==> src/hw/mcsc_pkg.sv <==
package mcsc_pkg;

    // ------------------------------------------------------------
    // Register map
    // ------------------------------------------------------------
    localparam logic [7:0] HW_OPTION_REPORT_OFS = 8'h10;
    localparam logic [7:0] ADJ_REFERENCE_CTRL_OFS = 8'h1c;
    localparam logic [7:0] SYNC_CTRL_OFS = 8'h20;
    localparam logic [7:0] RATE_DIV_OFS = 8'h24;
    localparam int ADDR_W = 8;

    // ------------------------------------------------------------
    // Field positions
    // ------------------------------------------------------------
    localparam int NCLK_W = 9;
    localparam int ALT_REF_BIT = 9;
    localparam int EXT_CLK_BIT = 0;
    localparam int INV_BURST_IN_BIT = 1;
    localparam int INV_BURST_OUT_BIT = 2;
    localparam int INV_UPDATE_OUT_BIT = 3;
    localparam int INV_SYNC_PIN_BIT = 4;
    localparam int QUIET_BURST_OUT_BIT = 5;
    localparam int QUIET_UPDATE_OUT_BIT = 6;
    localparam int QUIET_SYNC_PIN_BIT = 7;
    localparam int CLOCK_READY_BIT = 8;
    localparam int SYNC_CTRL_W = 8;
    localparam int RATE_DIV_W = 18;
    localparam int FW_REV_LSB = 0;
    localparam int CHAN_LSB = 16;
    localparam int FILTER_LSB = 18;
    localparam int DIFF_BIT = 20;
    localparam int CUSTOM_CLK_BIT = 21;
    localparam int HIGH_LEVEL_BIT = 23;

    // ------------------------------------------------------------
    // Reset values
    // ------------------------------------------------------------
    localparam logic [9:0] ADJ_REFERENCE_CTRL_RST = 10'h000;
    localparam logic [SYNC_CTRL_W-1:0] SYNC_CTRL_RST = 8'h00;
    localparam logic [RATE_DIV_W-1:0] RATE_DIV_RST = 18'h00010;

    // ------------------------------------------------------------
    // Frequencies and timing
    // ------------------------------------------------------------
    localparam int CLK_HZ = 100_000_000;
    localparam int ADJ_BASE_HZ = 16_000_000;
    localparam int NCLK_SPAN = 511;
    // Phase step per unit of (511 + count): 2^32 * 16e6 / (511 * 100e6)
    localparam logic [31:0] ADJ_STEP =
        32'((64'(ADJ_BASE_HZ) << 32) / (64'(NCLK_SPAN) * 64'(CLK_HZ)));
    localparam int MASTER_HZ = 45_000_000;
    localparam logic [31:0] MASTER_INC = 32'((64'(MASTER_HZ) << 32) / 64'(CLK_HZ));
    localparam int SETTLE_MS = 100;
    localparam int SETTLE_CYCLES = SETTLE_MS * (CLK_HZ / 1000);
    localparam int SETTLE_W = 24;

    typedef enum logic [1:0] {
        MCSC_MASTER_OUT,
        MCSC_ADJ_OUT,
        MCSC_EXT_DIRECT,
        MCSC_EXT_REF
    } mcsc_mode_t;

endpackage : mcsc_pkg

==> src/hw/mcsc_reg_if.sv <==
`timescale 1ns/1ps
interface mcsc_reg_if;
    logic wr;
    logic [mcsc_pkg::ADDR_W-1:0] addr;
    logic [31:0] wdata;
    logic [31:0] rdata;

    modport bus (output wr, output addr, output wdata, input rdata);
    modport regs (input wr, input addr, input wdata, output rdata);
endinterface : mcsc_reg_if

==> src/hw/mcsc_ahb_slave.sv <==
`timescale 1ns/1ps
module mcsc_ahb_slave
    import mcsc_pkg::*;
(
    // Clock and reset
    input wire logic clk_sys_i,
    input wire logic resetn_i,
    // AHB-Lite
    input wire logic hsel_i,
    input wire logic [31:0] haddr_i,
    input wire logic [1:0] htrans_i,
    input wire logic hwrite_i,
    input wire logic [2:0] hsize_i,
    input wire logic [31:0] hwdata_i,
    input wire logic hready_i,
    output logic hreadyout_o,
    output logic hresp_o,
    output logic [31:0] hrdata_o,
    // Register side
    mcsc_reg_if.bus reg_o
);

    logic dp_wr;
    logic dp_rd;
    logic [ADDR_W-1:0] dp_addr;
    logic take;

    // Only word transfers are decoded; other sizes act as no-ops
    assign take = hsel_i && htrans_i[1] && hready_i && (hsize_i == 3'h2);

    // ------------------------------------------------------------
    // Data phase tracking
    // ------------------------------------------------------------
    always_ff @(posedge clk_sys_i or negedge resetn_i)
    begin
        if (!resetn_i)
        begin
            dp_wr <= 1'b0;
            dp_rd <= 1'b0;
            dp_addr <= '0;
        end
        else if (hreadyout_o)
        begin
            dp_wr <= take && hwrite_i;
            dp_rd <= take && !hwrite_i;
            if (take)
                dp_addr <= {haddr_i[ADDR_W-1:2], 2'b00};
        end
        else
        begin
            dp_rd <= 1'b0;
        end
    end

    // One wait state on reads so a preceding write is visible
    always_ff @(posedge clk_sys_i or negedge resetn_i)
    begin
        if (!resetn_i)
            hreadyout_o <= 1'b1;
        else if (hreadyout_o)
            hreadyout_o <= !(take && !hwrite_i);
        else
            hreadyout_o <= 1'b1;
    end

    always_ff @(posedge clk_sys_i or negedge resetn_i)
    begin
        if (!resetn_i)
            hrdata_o <= '0;
        else if (dp_rd)
            hrdata_o <= reg_o.rdata;
    end

    assign hresp_o = 1'b0;
    assign reg_o.wr = dp_wr && hreadyout_o;
    assign reg_o.addr = dp_addr;
    assign reg_o.wdata = hwdata_i;

endmodule : mcsc_ahb_slave

==> src/hw/mcsc_nco.sv <==
`timescale 1ns/1ps
module mcsc_nco
(
    // Clock and reset
    input wire logic clk_sys_i,
    input wire logic resetn_i,
    // Phase step per system clock
    input wire logic [31:0] inc_i,
    // Square wave and one tick per period
    output logic wave_o,
    output logic tick_o
);

    logic [31:0] acc;
    logic [32:0] next_acc;

    assign next_acc = {1'b0, acc} + {1'b0, inc_i};

    always_ff @(posedge clk_sys_i or negedge resetn_i)
    begin
        if (!resetn_i)
        begin
            acc <= '0;
            tick_o <= 1'b0;
        end
        else
        begin
            acc <= next_acc[31:0];
            tick_o <= next_acc[32];
        end
    end

    assign wave_o = acc[31];

endmodule : mcsc_nco

==> src/hw/mcsc_top.sv <==
`timescale 1ns/1ps
module mcsc_top
    import mcsc_pkg::*;
#(
    parameter int SETTLE_CNT = SETTLE_CYCLES,
    parameter logic [11:0] FW_REVISION = 12'h001,  // Arbitrary value
    parameter logic [1:0] CHANNEL_CODE = 2'h3,
    parameter logic [1:0] FILTER_CODE = 2'h0,
    parameter logic DIFF_OUTPUTS = 1'b1,
    parameter logic CUSTOM_CLOCK = 1'b0,
    parameter logic HIGH_LEVEL = 1'b0
)
(
    // Clock and reset
    input wire logic clk_sys_i,
    input wire logic resetn_i,
    // AHB-Lite slave
    input wire logic hsel_i,
    input wire logic [31:0] haddr_i,
    input wire logic [1:0] htrans_i,
    input wire logic hwrite_i,
    input wire logic [2:0] hsize_i,
    input wire logic [31:0] hwdata_i,
    input wire logic hready_i,
    output logic hreadyout_o,
    output logic hresp_o,
    output logic [31:0] hrdata_o,
    // Sync clock pin
    input wire logic sync_pin_i,
    output logic sync_pin_o,
    output logic sync_pin_oe_o,
    // Burst trigger pins
    input wire logic burst_pulse_in_i,
    output logic burst_pulse_out_o,
    // Update strobe pin
    output logic update_out_o,
    // Block side
    input wire logic burst_start_i,
    output logic burst_trig_o,
    output logic update_tick_o,
    output logic clock_ready_o
);

    mcsc_reg_if reg_bus ();

    // ------------------------------------------------------------
    // Registers
    // ------------------------------------------------------------
    logic [NCLK_W-1:0] nclk;
    logic alt_ref;
    logic [SYNC_CTRL_W-1:0] sync_ctrl;
    logic [RATE_DIV_W-1:0] rate_div;
    logic [SETTLE_W-1:0] settle_cnt;
    logic ext_clk;
    logic quiet_burst_out;
    logic quiet_update_out;
    logic quiet_sync_pin;
    logic inv_burst_in;
    logic inv_burst_out;
    logic inv_update_out;
    logic inv_sync_pin;
    logic wr_adj;
    logic wr_sync;
    logic wr_rate;
    mcsc_mode_t mode;

    // Word decode shared by all write paths
    function automatic logic hit(input logic [ADDR_W-1:0] a, input logic [ADDR_W-1:0] ofs);
        hit = (a == ofs);
    endfunction : hit

    assign wr_adj = reg_bus.wr && hit(reg_bus.addr, ADJ_REFERENCE_CTRL_OFS);
    assign wr_sync = reg_bus.wr && hit(reg_bus.addr, SYNC_CTRL_OFS);
    assign wr_rate = reg_bus.wr && hit(reg_bus.addr, RATE_DIV_OFS);

    assign ext_clk = sync_ctrl[EXT_CLK_BIT];
    assign inv_burst_in = sync_ctrl[INV_BURST_IN_BIT];
    assign inv_burst_out = sync_ctrl[INV_BURST_OUT_BIT];
    assign inv_update_out = sync_ctrl[INV_UPDATE_OUT_BIT];
    assign inv_sync_pin = sync_ctrl[INV_SYNC_PIN_BIT];
    assign quiet_burst_out = sync_ctrl[QUIET_BURST_OUT_BIT];
    assign quiet_update_out = sync_ctrl[QUIET_UPDATE_OUT_BIT];
    assign quiet_sync_pin = sync_ctrl[QUIET_SYNC_PIN_BIT];

    always_ff @(posedge clk_sys_i or negedge resetn_i)
    begin
        if (!resetn_i)
        begin
            nclk <= ADJ_REFERENCE_CTRL_RST[NCLK_W-1:0];
            alt_ref <= ADJ_REFERENCE_CTRL_RST[ALT_REF_BIT];
        end
        else if (wr_adj)
        begin
            nclk <= reg_bus.wdata[NCLK_W-1:0];
            alt_ref <= reg_bus.wdata[ALT_REF_BIT];
        end
    end

    always_ff @(posedge clk_sys_i or negedge resetn_i)
    begin
        if (!resetn_i)
            sync_ctrl <= SYNC_CTRL_RST;
        else if (wr_sync)
            sync_ctrl <= reg_bus.wdata[SYNC_CTRL_W-1:0];
    end

    always_ff @(posedge clk_sys_i or negedge resetn_i)
    begin
        if (!resetn_i)
            rate_div <= RATE_DIV_RST;
        else if (wr_rate)
            rate_div <= reg_bus.wdata[RATE_DIV_W-1:0];
    end

    // ------------------------------------------------------------
    // Settling delay
    // ------------------------------------------------------------
    always_ff @(posedge clk_sys_i or negedge resetn_i)
    begin
        if (!resetn_i)
            settle_cnt <= '0;
        else if (wr_adj && ext_clk && (reg_bus.wdata[NCLK_W-1:0] != nclk))
            settle_cnt <= SETTLE_W'(SETTLE_CNT);
        else if (settle_cnt != '0)
            settle_cnt <= settle_cnt - SETTLE_W'(1);
    end

    assign clock_ready_o = (settle_cnt == '0);

    // ------------------------------------------------------------
    // Register read mux
    // ------------------------------------------------------------
    always_comb
    begin
        reg_bus.rdata = '0;
        unique case (reg_bus.addr)
            HW_OPTION_REPORT_OFS:
            begin
                reg_bus.rdata[FW_REV_LSB +: 12] = FW_REVISION;
                reg_bus.rdata[CHAN_LSB +: 2] = CHANNEL_CODE;
                reg_bus.rdata[FILTER_LSB +: 2] = FILTER_CODE;
                reg_bus.rdata[DIFF_BIT] = DIFF_OUTPUTS;
                reg_bus.rdata[CUSTOM_CLK_BIT] = CUSTOM_CLOCK;
                reg_bus.rdata[HIGH_LEVEL_BIT] = HIGH_LEVEL;
                // Bits 31..24 stay at the zero default
            end
            ADJ_REFERENCE_CTRL_OFS:
            begin
                reg_bus.rdata[NCLK_W-1:0] = nclk;
                reg_bus.rdata[ALT_REF_BIT] = alt_ref;
                // Upper bits stay zero
            end
            SYNC_CTRL_OFS:
            begin
                reg_bus.rdata[SYNC_CTRL_W-1:0] = sync_ctrl;
                reg_bus.rdata[CLOCK_READY_BIT] = clock_ready_o;
            end
            RATE_DIV_OFS:
            begin
                reg_bus.rdata[RATE_DIV_W-1:0] = rate_div;
            end
            default:
            begin
                reg_bus.rdata = '0;
            end
        endcase
    end

    mcsc_ahb_slave u_ahb
    (
        .clk_sys_i(clk_sys_i),
        .resetn_i(resetn_i),
        .hsel_i(hsel_i),
        .haddr_i(haddr_i),
        .htrans_i(htrans_i),
        .hwrite_i(hwrite_i),
        .hsize_i(hsize_i),
        .hwdata_i(hwdata_i),
        .hready_i(hready_i),
        .hreadyout_o(hreadyout_o),
        .hresp_o(hresp_o),
        .hrdata_o(hrdata_o),
        .reg_o(reg_bus.bus)
    );

    // ------------------------------------------------------------
    // Clock sources
    // ------------------------------------------------------------
    logic [31:0] adj_inc;
    logic adj_wave;
    logic adj_tick;
    logic master_wave;
    logic master_tick;

    // Phase step for 16 MHz * (511 + n) / 511
    function automatic logic [31:0] adj_step(input logic [NCLK_W-1:0] n);
        logic [63:0] prod;
        prod = (64'(NCLK_SPAN) + 64'(n)) * 64'(ADJ_STEP);
        adj_step = prod[31:0];
    endfunction : adj_step

    assign adj_inc = adj_step(nclk);

    mcsc_nco u_adj_nco
    (
        .clk_sys_i(clk_sys_i),
        .resetn_i(resetn_i),
        .inc_i(adj_inc),
        .wave_o(adj_wave),
        .tick_o(adj_tick)
    );

    mcsc_nco u_master_nco
    (
        .clk_sys_i(clk_sys_i),
        .resetn_i(resetn_i),
        .inc_i(MASTER_INC),
        .wave_o(master_wave),
        .tick_o(master_tick)
    );

    always_comb
    begin
        unique case ({ext_clk, alt_ref})
            2'b00: mode = MCSC_MASTER_OUT;
            2'b01: mode = MCSC_ADJ_OUT;
            2'b10: mode = MCSC_EXT_DIRECT;
            2'b11: mode = MCSC_EXT_REF;
        endcase
    end

    // ------------------------------------------------------------
    // External sync pin input
    // ------------------------------------------------------------
    logic sync_lvl;
    logic sync_prev;
    logic sync_edge;

    // Pin input is ignored while it is being driven low
    assign sync_lvl = (sync_pin_i ^ inv_sync_pin) & ext_clk & ~quiet_sync_pin;

    always_ff @(posedge clk_sys_i or negedge resetn_i)
    begin
        if (!resetn_i)
            sync_prev <= 1'b0;
        else
            sync_prev <= sync_lvl;
    end

    assign sync_edge = sync_lvl & ~sync_prev;

    // ------------------------------------------------------------
    // Sample rate generator
    // ------------------------------------------------------------
    logic src_tick;
    logic [RATE_DIV_W-1:0] rate_cnt;
    logic rate_tick;
    logic update_evt;

    always_comb
    begin
        unique case (mode)
            MCSC_MASTER_OUT: src_tick = master_tick;
            MCSC_ADJ_OUT: src_tick = adj_tick;
            MCSC_EXT_REF: src_tick = sync_edge;
            MCSC_EXT_DIRECT: src_tick = 1'b0;
        endcase
    end

    always_ff @(posedge clk_sys_i or negedge resetn_i)
    begin
        if (!resetn_i)
        begin
            rate_cnt <= '0;
            rate_tick <= 1'b0;
        end
        else
        begin
            rate_tick <= 1'b0;
            if (src_tick)
            begin
                // Divisors of 0 and 1 both pass every source tick
                if (rate_cnt + RATE_DIV_W'(1) >= rate_div)
                begin
                    rate_cnt <= '0;
                    rate_tick <= 1'b1;
                end
                else
                begin
                    rate_cnt <= rate_cnt + RATE_DIV_W'(1);
                end
            end
        end
    end

    assign update_evt = (mode == MCSC_EXT_DIRECT) ? sync_edge : rate_tick;

    // ------------------------------------------------------------
    // Output pins
    // ------------------------------------------------------------
    always_ff @(posedge clk_sys_i or negedge resetn_i)
    begin
        if (!resetn_i)
            update_tick_o <= 1'b0;
        else
            update_tick_o <= update_evt;
    end

    always_ff @(posedge clk_sys_i or negedge resetn_i)
    begin
        if (!resetn_i)
            update_out_o <= 1'b0;
        else if (quiet_update_out)
            update_out_o <= 1'b0;
        else
            update_out_o <= update_evt ^ inv_update_out;
    end

    always_ff @(posedge clk_sys_i or negedge resetn_i)
    begin
        if (!resetn_i)
            burst_pulse_out_o <= 1'b0;
        else if (quiet_burst_out)
            burst_pulse_out_o <= 1'b0;
        else
            burst_pulse_out_o <= burst_start_i ^ inv_burst_out;
    end

    always_ff @(posedge clk_sys_i or negedge resetn_i)
    begin
        if (!resetn_i)
            burst_trig_o <= 1'b0;
        else
            burst_trig_o <= burst_pulse_in_i ^ inv_burst_in;
    end

    always_ff @(posedge clk_sys_i or negedge resetn_i)
    begin
        if (!resetn_i)
        begin
            sync_pin_o <= 1'b0;
            sync_pin_oe_o <= 1'b0;
        end
        else if (quiet_sync_pin)
        begin
            sync_pin_o <= 1'b0;
            sync_pin_oe_o <= 1'b1;
        end
        else if (ext_clk)
        begin
            sync_pin_o <= 1'b0;
            sync_pin_oe_o <= 1'b0;
        end
        else
        begin
            sync_pin_o <= (alt_ref ? adj_wave : master_wave) ^ inv_sync_pin;
            sync_pin_oe_o <= 1'b1;
        end
    end

endmodule : mcsc_top

==> config.mk <==
export PLATFORM = sky130hd
export DESIGN_NAME = mcsc_top
export DESIGN_NICKNAME = d
export VERILOG_FILES = /design/src/hw/mcsc_pkg.sv /design/src/hw/mcsc_reg_if.sv /design/src/hw/mcsc_ahb_slave.sv /design/src/hw/mcsc_nco.sv /design/src/hw/mcsc_top.sv
export SDC_FILE = /design/constraint.sdc
export NUM_CORES = 1
export LEC_CHECK = 0
export BUFFER_PORTS_ARGS = -buffer_cell sky130_fd_sc_hd__buf_4
export CAP_MARGIN = 20
export CORE_MARGIN = 10
export CORE_UTILIZATION = 45
export CTS_CLUSTER_SIZE = 24
export DETAILED_ROUTE_END_ITERATION = 12
export PLACE_DENSITY = 0.68
export SLEW_MARGIN = 20
export SYNTH_ARGS = -nofsm -noshare
export SYNTH_HDL_FRONTEND = slang
export SYNTH_SLANG_ARGS = --single-unit
==> constraint.sdc <==
create_clock -name clk_sys_i -period 7.6 [get_ports clk_sys_i]
set_input_delay 0.38 -clock clk_sys_i [delete_from_list [all_inputs] [get_ports clk_sys_i]]
set_output_delay 0.38 -clock clk_sys_i [all_outputs]
set_load 0.03 [all_outputs]
After elaboration in Yosys (flattened, before gate mapping)
Index checks and enable logic that the tools add are counted.
Operators by class
  multiply operators: 1
  bitwise logic cells: 10
  $add $sub $neg: 5
  shifts and indexed selects: 0
  muxes and demuxes: 23
  reduce and logical (&&, ||, !) cells: 19
  $lt $le $gt $ge: 1
  equality and inequality tests: 12
  divide/modulo/power cells: 0
Operator list (count)
  24-bit two-way mux: 2
  9-bit case mux with 4 select lines: 1
  32-bit by 31-bit adder with 33-bit output: 1
  32-bit by 31-bit adder with 33-bit output, second input constant: 1
  10-bit by 21-bit multiplier with 31-bit output, second input constant: 1
  24-bit logical NOT: 1
  24-bit nonzero test: 1
  24-bit by 1-bit subtractor with 24-bit output, second input constant: 1
  18-bit by 1-bit adder with 18-bit output, second input constant: 1
  18-bit >= comparator: 1
  18-bit two-way mux: 1
  6-bit by 3-bit equality test with 1-bit output, second input constant: 2
  6-bit by 4-bit equality test with 1-bit output, second input constant: 2
  1-bit two-way mux: 12
  1-bit logical AND: 11
  9-bit by 9-bit adder with 10-bit output, first input constant: 1
  9-bit != test: 1
  2-bit equality test, second input constant: 4
  2-bit case mux with 4 select lines: 1
  1-bit bitwise XOR: 5
  2-bit by 1-bit equality test with 1-bit output, second input constant: 2
  2-bit logical NOT: 2
  4-bit two-way mux: 1
  1-bit case mux with 4 select lines: 1
  other kinds (10): 14
Storage, ports and cells
  bits in writable memories: 0
  ROM bits: 0
  memories kept: 0
  logic and storage cells: 94
  output and inout port bits: 41
  register bits: 183
  bits in latches: 0

Logic depth before layout (Yosys ltp)
  word-level depth: 7
  depth in mapped cells: 25

Hierarchy
A second synthesis with hierarchy kept.
Second synthesis, totals
  cell total of the unflattened synthesis: 1581
  area total of the unflattened synthesis: 15134.5 um2
Modules (own cells, without submodules)
  mcsc_top: seq. area each 2153.3 um2, area an instance 7843.8 um2, instances 1, cells each 848
  mcsc_nco: seq. area each 825.8 um2, area an instance 2738.9 um2, instances 2, cells each 303
  mcsc_ahb_slave: seq. area each 1027.2 um2, area an instance 1813.0 um2, instances 1, cells each 127

Worst setup path after synthesis
No wires, ideal clock.
  kind: flip-flop to flip-flop
  start: register nclk[0]
  end: register u_adj_nco.acc[29]
  arrival: 6.196 ns
  path buffers: 1
  setup slack: 1.273 ns
  stages on the path, launching flop included: 24
  period minus slack after synthesis: 6.327 ns
  cells stage by stage: dfrtp_1 > inv_1 > ha_1 > nand2_1 > or3_1 > or3_1 > xnor2_1 > inv_1 > ha_1 > fa_1 > fa_1 > inv_1 > fa_1 > fa_1 > ha_1 > clkbuf_1 > and3_1 > and3_1 > and4_1 > a211oi_1 > o211ai_1 > a211oi_1 > or4b_1 > nand4_1
Between the ends
  cells in the longest elaborated chain, start to end: 3
Ends and longest elaborated chain
  start: declaration: RTL line mcsc_top.sv:49  | logic [NCLK_W-1:0] nclk;
  start signal: assignment: RTL line mcsc_top.sv:89  | nclk <= ADJ_REFERENCE_CTRL_RST[NCLK_W-1:0];
  start signal: assignment: RTL line mcsc_top.sv:94  | nclk <= reg_bus.wdata[NCLK_W-1:0];
  9-bit by 9-bit adder with 10-bit output: RTL line mcsc_top.sv:198  | prod = (64'(NCLK_SPAN) + 64'(n)) * 64'(ADJ_STEP);
  10-bit by 21-bit multiplier with 31-bit output: RTL line mcsc_top.sv:198
  32-bit by 31-bit adder with 33-bit output: RTL line mcsc_nco.sv:17  | assign next_acc = {1'b0, acc} + {1'b0, inc_i};
  via u_adj_nco.next_acc[29]: RTL line mcsc_nco.sv:15  | logic [32:0] next_acc;
  end signal: assignment: RTL line mcsc_nco.sv:28  | acc <= next_acc[31:0];
  end: declaration: RTL line mcsc_nco.sv:14  | logic [31:0] acc;
The timed path passes the listed nets, and every way through them passes these cells.
A chain may end at the register's enable or synchronous reset.

Worst setup path after layout
  start: register nclk[1]
  end: register u_adj_nco.acc[29]
The elaborated chain is that of the path after synthesis.

==> metrics.log <==
[metrics] outcome: finished clean
[metrics] Worst path max stage delay: 0.52 ns
[metrics] post-synthesis sequential element count: between 150 and 200
[metrics] number of global-route vias before repair: 8787
[metrics] HPWL after detailed placement: between 15 and 20 mm
[metrics] starting density of the core: 0.4587
[metrics] total count of hold-check failures in the final report: 0
[metrics] Ys Warns: 0
[metrics] critical path startpoint category: flip-flop
[metrics] number of nets in the layout: 1494
[metrics] min-delay worst type: input pin to asynchronous set/reset pin
[metrics] most frequently used flop master after synthesis: dfrtp_1
[metrics] sequential fraction of the synthesis area: 0.3749
[metrics] routed wirelength normalized by instance count: around 16 um
[metrics] post-cts hold buffer count: 0
[metrics] sequential fraction of design power: 0.338
[metrics] post-route antenna net violation count: 0
[metrics] power share of the clock group: 0.270
[metrics] maximum number of pins on one net before global-route repair: 104
[metrics] Yosys top cell area share: 0.3706
[metrics] cell type group with the largest total delay on the critical path: adder cells
[metrics] setup skew after layout: 0.01397 ns
[metrics] most instantiated cells after synthesis: dfrtp_1, inv_1, ha_1
[metrics] clk sinks: 180
[metrics] setup_tns: 0 ns
[metrics] global placement routability congestion: 0.8499
[metrics] net switching component of the power: 1.268 mW
[metrics] die span in x: between 150 and 200 um
[metrics] list of cells traversed by the critical path: inv_1, ha_1, nand2_1, or3_1, or3_1, xnor2_1, buf_4, inv_1, ha_1, fa_1, fa_1, inv_1, fa_1, fa_1, ha_1, and3_1, and3_1, and4_1, a211oi_1, o211ai_1, a211oi_1, or4b_1, nand4_1
[metrics] multi-input combinational cell area: between 0.006 and 0.007 mm^2
[metrics] number of maximum-capacitance constraint violations: 0
[metrics] number of design-rule violations left by the first detailed-router iteration: 609
[metrics] RSZ-0062 raised after global routing: false
[metrics] post-route worst hold slack: around 0.037 ns
[metrics] placed standard-cell area: about 0.013 mm^2
[metrics] die height: 183.4 um
[metrics] CTS tree: built
[metrics] final design area excluding fillers: ~0.013 mm^2
[metrics] total clock buffers created by CTS: 17
[metrics] Final setup viols: 0
[metrics] data arrival at the endpoint of the critical path: between 6 and 7 ns
[metrics] placed cell count: 1563
[metrics] Top cell by count, worst path: fa_1
[metrics] P per Cell Area: 259.5 mW/mm^2
[metrics] required time worst endpoint: ~8 ns
[metrics] first-pass GRT wire length: 43.08 mm
[metrics] number of iterations in the first detailed-routing pass: 5
[metrics] largest area contributor in the synthesized netlist: dfrtp_1
[metrics] Switching Fraction: 0.3635
[metrics] row count: 59
[metrics] Tmin final: 6.676 ns
[metrics] number of instances in the synthesized netlist: 1190
[metrics] Comb power frac: 0.392
[metrics] total via count in the routed design: 8587
[metrics] Fill cells: 2374
[metrics] share of the cycle needed by the critical path after routing: 0.8784
[metrics] root buffer cell: clkbuf_16
[metrics] vias per cell: 5.384
[metrics] Crit Path Max Fanout: 7
[metrics] max_slew headroom: 0.2708
[metrics] static power due to leakage: between 6 and 7 nW
[metrics] clock latency at the later pin of the worst-skew pair: 0.44 ns
[metrics] actual transition at the worst max-transition pin: 1.085 ns
[metrics] worst-case setup slack after placement: roughly 0.9 ns
[metrics] maximum vdd drop: ~0.16 mV
[metrics] Slew Limit Fails: 0
[metrics] register area: 0.004507 mm^2
[metrics] fmax: between 100 and 150 MHz
[metrics] total power of the final layout: 3.488 mW
[metrics] placeable core region: 0.02621 mm^2
[metrics] most instantiated library cell after synthesis: dfrtp_1
[metrics] number of enable-type register cells in the synthesized netlist: 0
[metrics] synth unique cells: 68
[metrics] post-cts gate resize count: 0
[metrics] number of buffers inserted to repair setup after CTS: 0
[metrics] Post-Syn Area per Cell: 10.10 um^2
[metrics] GRT Total Usage: 0.1555
[metrics] Crit-path slowest cell: a211oi_1
[metrics] fraction of final layout cells sized beyond drive strength 1: 0.1270
[metrics] initial antenna violation count: 0
[metrics] ports placed on the boundary: 118
[metrics] Diodes inserted: 0
[metrics] Max Root-Sink Buffers: 2
[metrics] Residual DRC: 0
[metrics] Internal: roughly 2.2 mW
[metrics] Bufs and invs on worst path: 4
[metrics] element type at the critical path end: flip-flop
[metrics] netlist area before placement: 0.01202 mm^2
[metrics] level count of the clock H-tree: 4
[metrics] total congestion overflow after global routing: 0
[metrics] clock transition at the registers of the reported paths: about 0.080 ns
[metrics] input/output buffers: 62
[metrics] worst setup slack for register-to-register paths: 0.92 ns
[metrics] top cells by area in the synthesized netlist: dfrtp_1, ha_1, fa_1, xnor2_1, inv_1
[metrics] post-detailed-routing wire length: 25.19 mm
[metrics] Post-Route Utilization: 0.5130
[metrics] share of synthesized flip-flops with an asynchronous set or reset: 1.000
[metrics] growth of design area from synthesis to finish: 11.84%
[metrics] classification of the worst setup path: flip-flop to flip-flop
[metrics] area of the die: 0.03365 mm^2
[metrics] Worst Setup Slack, final: 0.9239 ns
[metrics] final instance count without filler cells: 1595
## cell type report
| type | instances | area share |
|---|---|---|
| clock buffers | 19 | 0.03369 |
| inverters | 162 | 0.04523 |
| clock inverters | 12 | 0.01275 |
| multi-input cells | 818 | 0.5016 |
| flip-flops and latches | 180 | 0.3353 |
| well taps | 335 | 0.03118 |
| repair buffers | 69 | 0.04030 |
## power by group through the flow
| stage | clock network (mW) | logic (mW) | registers (mW) |
|---|---|---|---|
| after global routing | 0.994 | 1.56 | 1.19 |
| after floorplan | 0 | 1.05 | 1.18 |
| final | 0.942 | 1.37 | 1.18 |
| after detailed placement | 0 | 1.35 | 1.19 |
| after CTS | 0.964 | 1.37 | 1.18 |
| after global placement | 0 | 1.32 | 1.19 |
## placed cells by master (no fill, tap or decap), types with 5 or more instances in the layout
cell type    n
a21oi_1     50
inv_1      162
a211oi_1     6
a222oi_1     8
buf_4       67
nor2_1      59
fa_1        47
nand4_1     14
nand2_1     62
a21o_1      22
or3_1       10
xor2_1      34
and3_1      16
conb_1      14
nand3_1     31
xnor2_1     71
o21ai_0     51
o22ai_1     10
a22o_1      16
nor4_1       6
o211ai_1     5
nor3_1      19
a31oi_1      7
mux2_2      42
ha_1       122
nor2b_1     17
dfrtp_1    178
clkbuf_16   17
nand2b_1    13
## state kept, by name, summed over array words and instances (netlist names), 6 cells and up
| signal | flops |
|---|---|
| sync_ctrl | 8 |
| rate_cnt | 18 |
| u_adj_nco.acc | 32 |
| nclk | 9 |
| u_ahb.reg_o.addr | 6 |
| rate_div | 18 |
| settle_cnt | 24 |
| u_ahb.hrdata_o | 19 |
| u_master_nco.acc | 32 |
## routing by layer
metal,share of wire,GRT usage,up-vias
met2,0.48,0.2592,175
met1,0.46,0.2032,4228
met3,0.047,0.03043,27
met5,0,0,-
li1,-,-,4157
met4,0.011,0.03869,0
## cells by family (layout without fill, tap and decap cells)
| family | Yosys count | after routing | share of synthesized area |
|---|---|---|---|
| AOI/OAI and AO/OA | 206 | 206 | 0.1116 |
| adders and majority gates | 169 | 169 | 0.2053 |
| buffers and inverters | 205 | 262 | 0.06839 |
| DFF | 180 | 180 | 0.3749 |
| muxes | 44 | 44 | 0.04101 |
| other | 1 | 14 | 0.0003120 |
| xor gates and xnor gates | 105 | 105 | 0.07651 |
| and+or+nand+nor | 280 | 280 | 0.1220 |
## worst paths after layout
check | from | end | cells after the start
worst max-delay path | nclk[1] | u_adj_nco.acc[29] | 23
worst min-delay path | resetn_i | settle_cnt[6] | 1
worst max register to register | nclk[1] | u_adj_nco.acc[29] | 23
worst min register to register | u_master_nco.acc[0] | u_master_nco.acc[0] | 1
max in group asynchronous | resetn_i | rate_div[4] | 3
min in group clk_sys_i | burst_pulse_in_i | burst_trig_o | 2
Power figures use the tool's default switching activity.
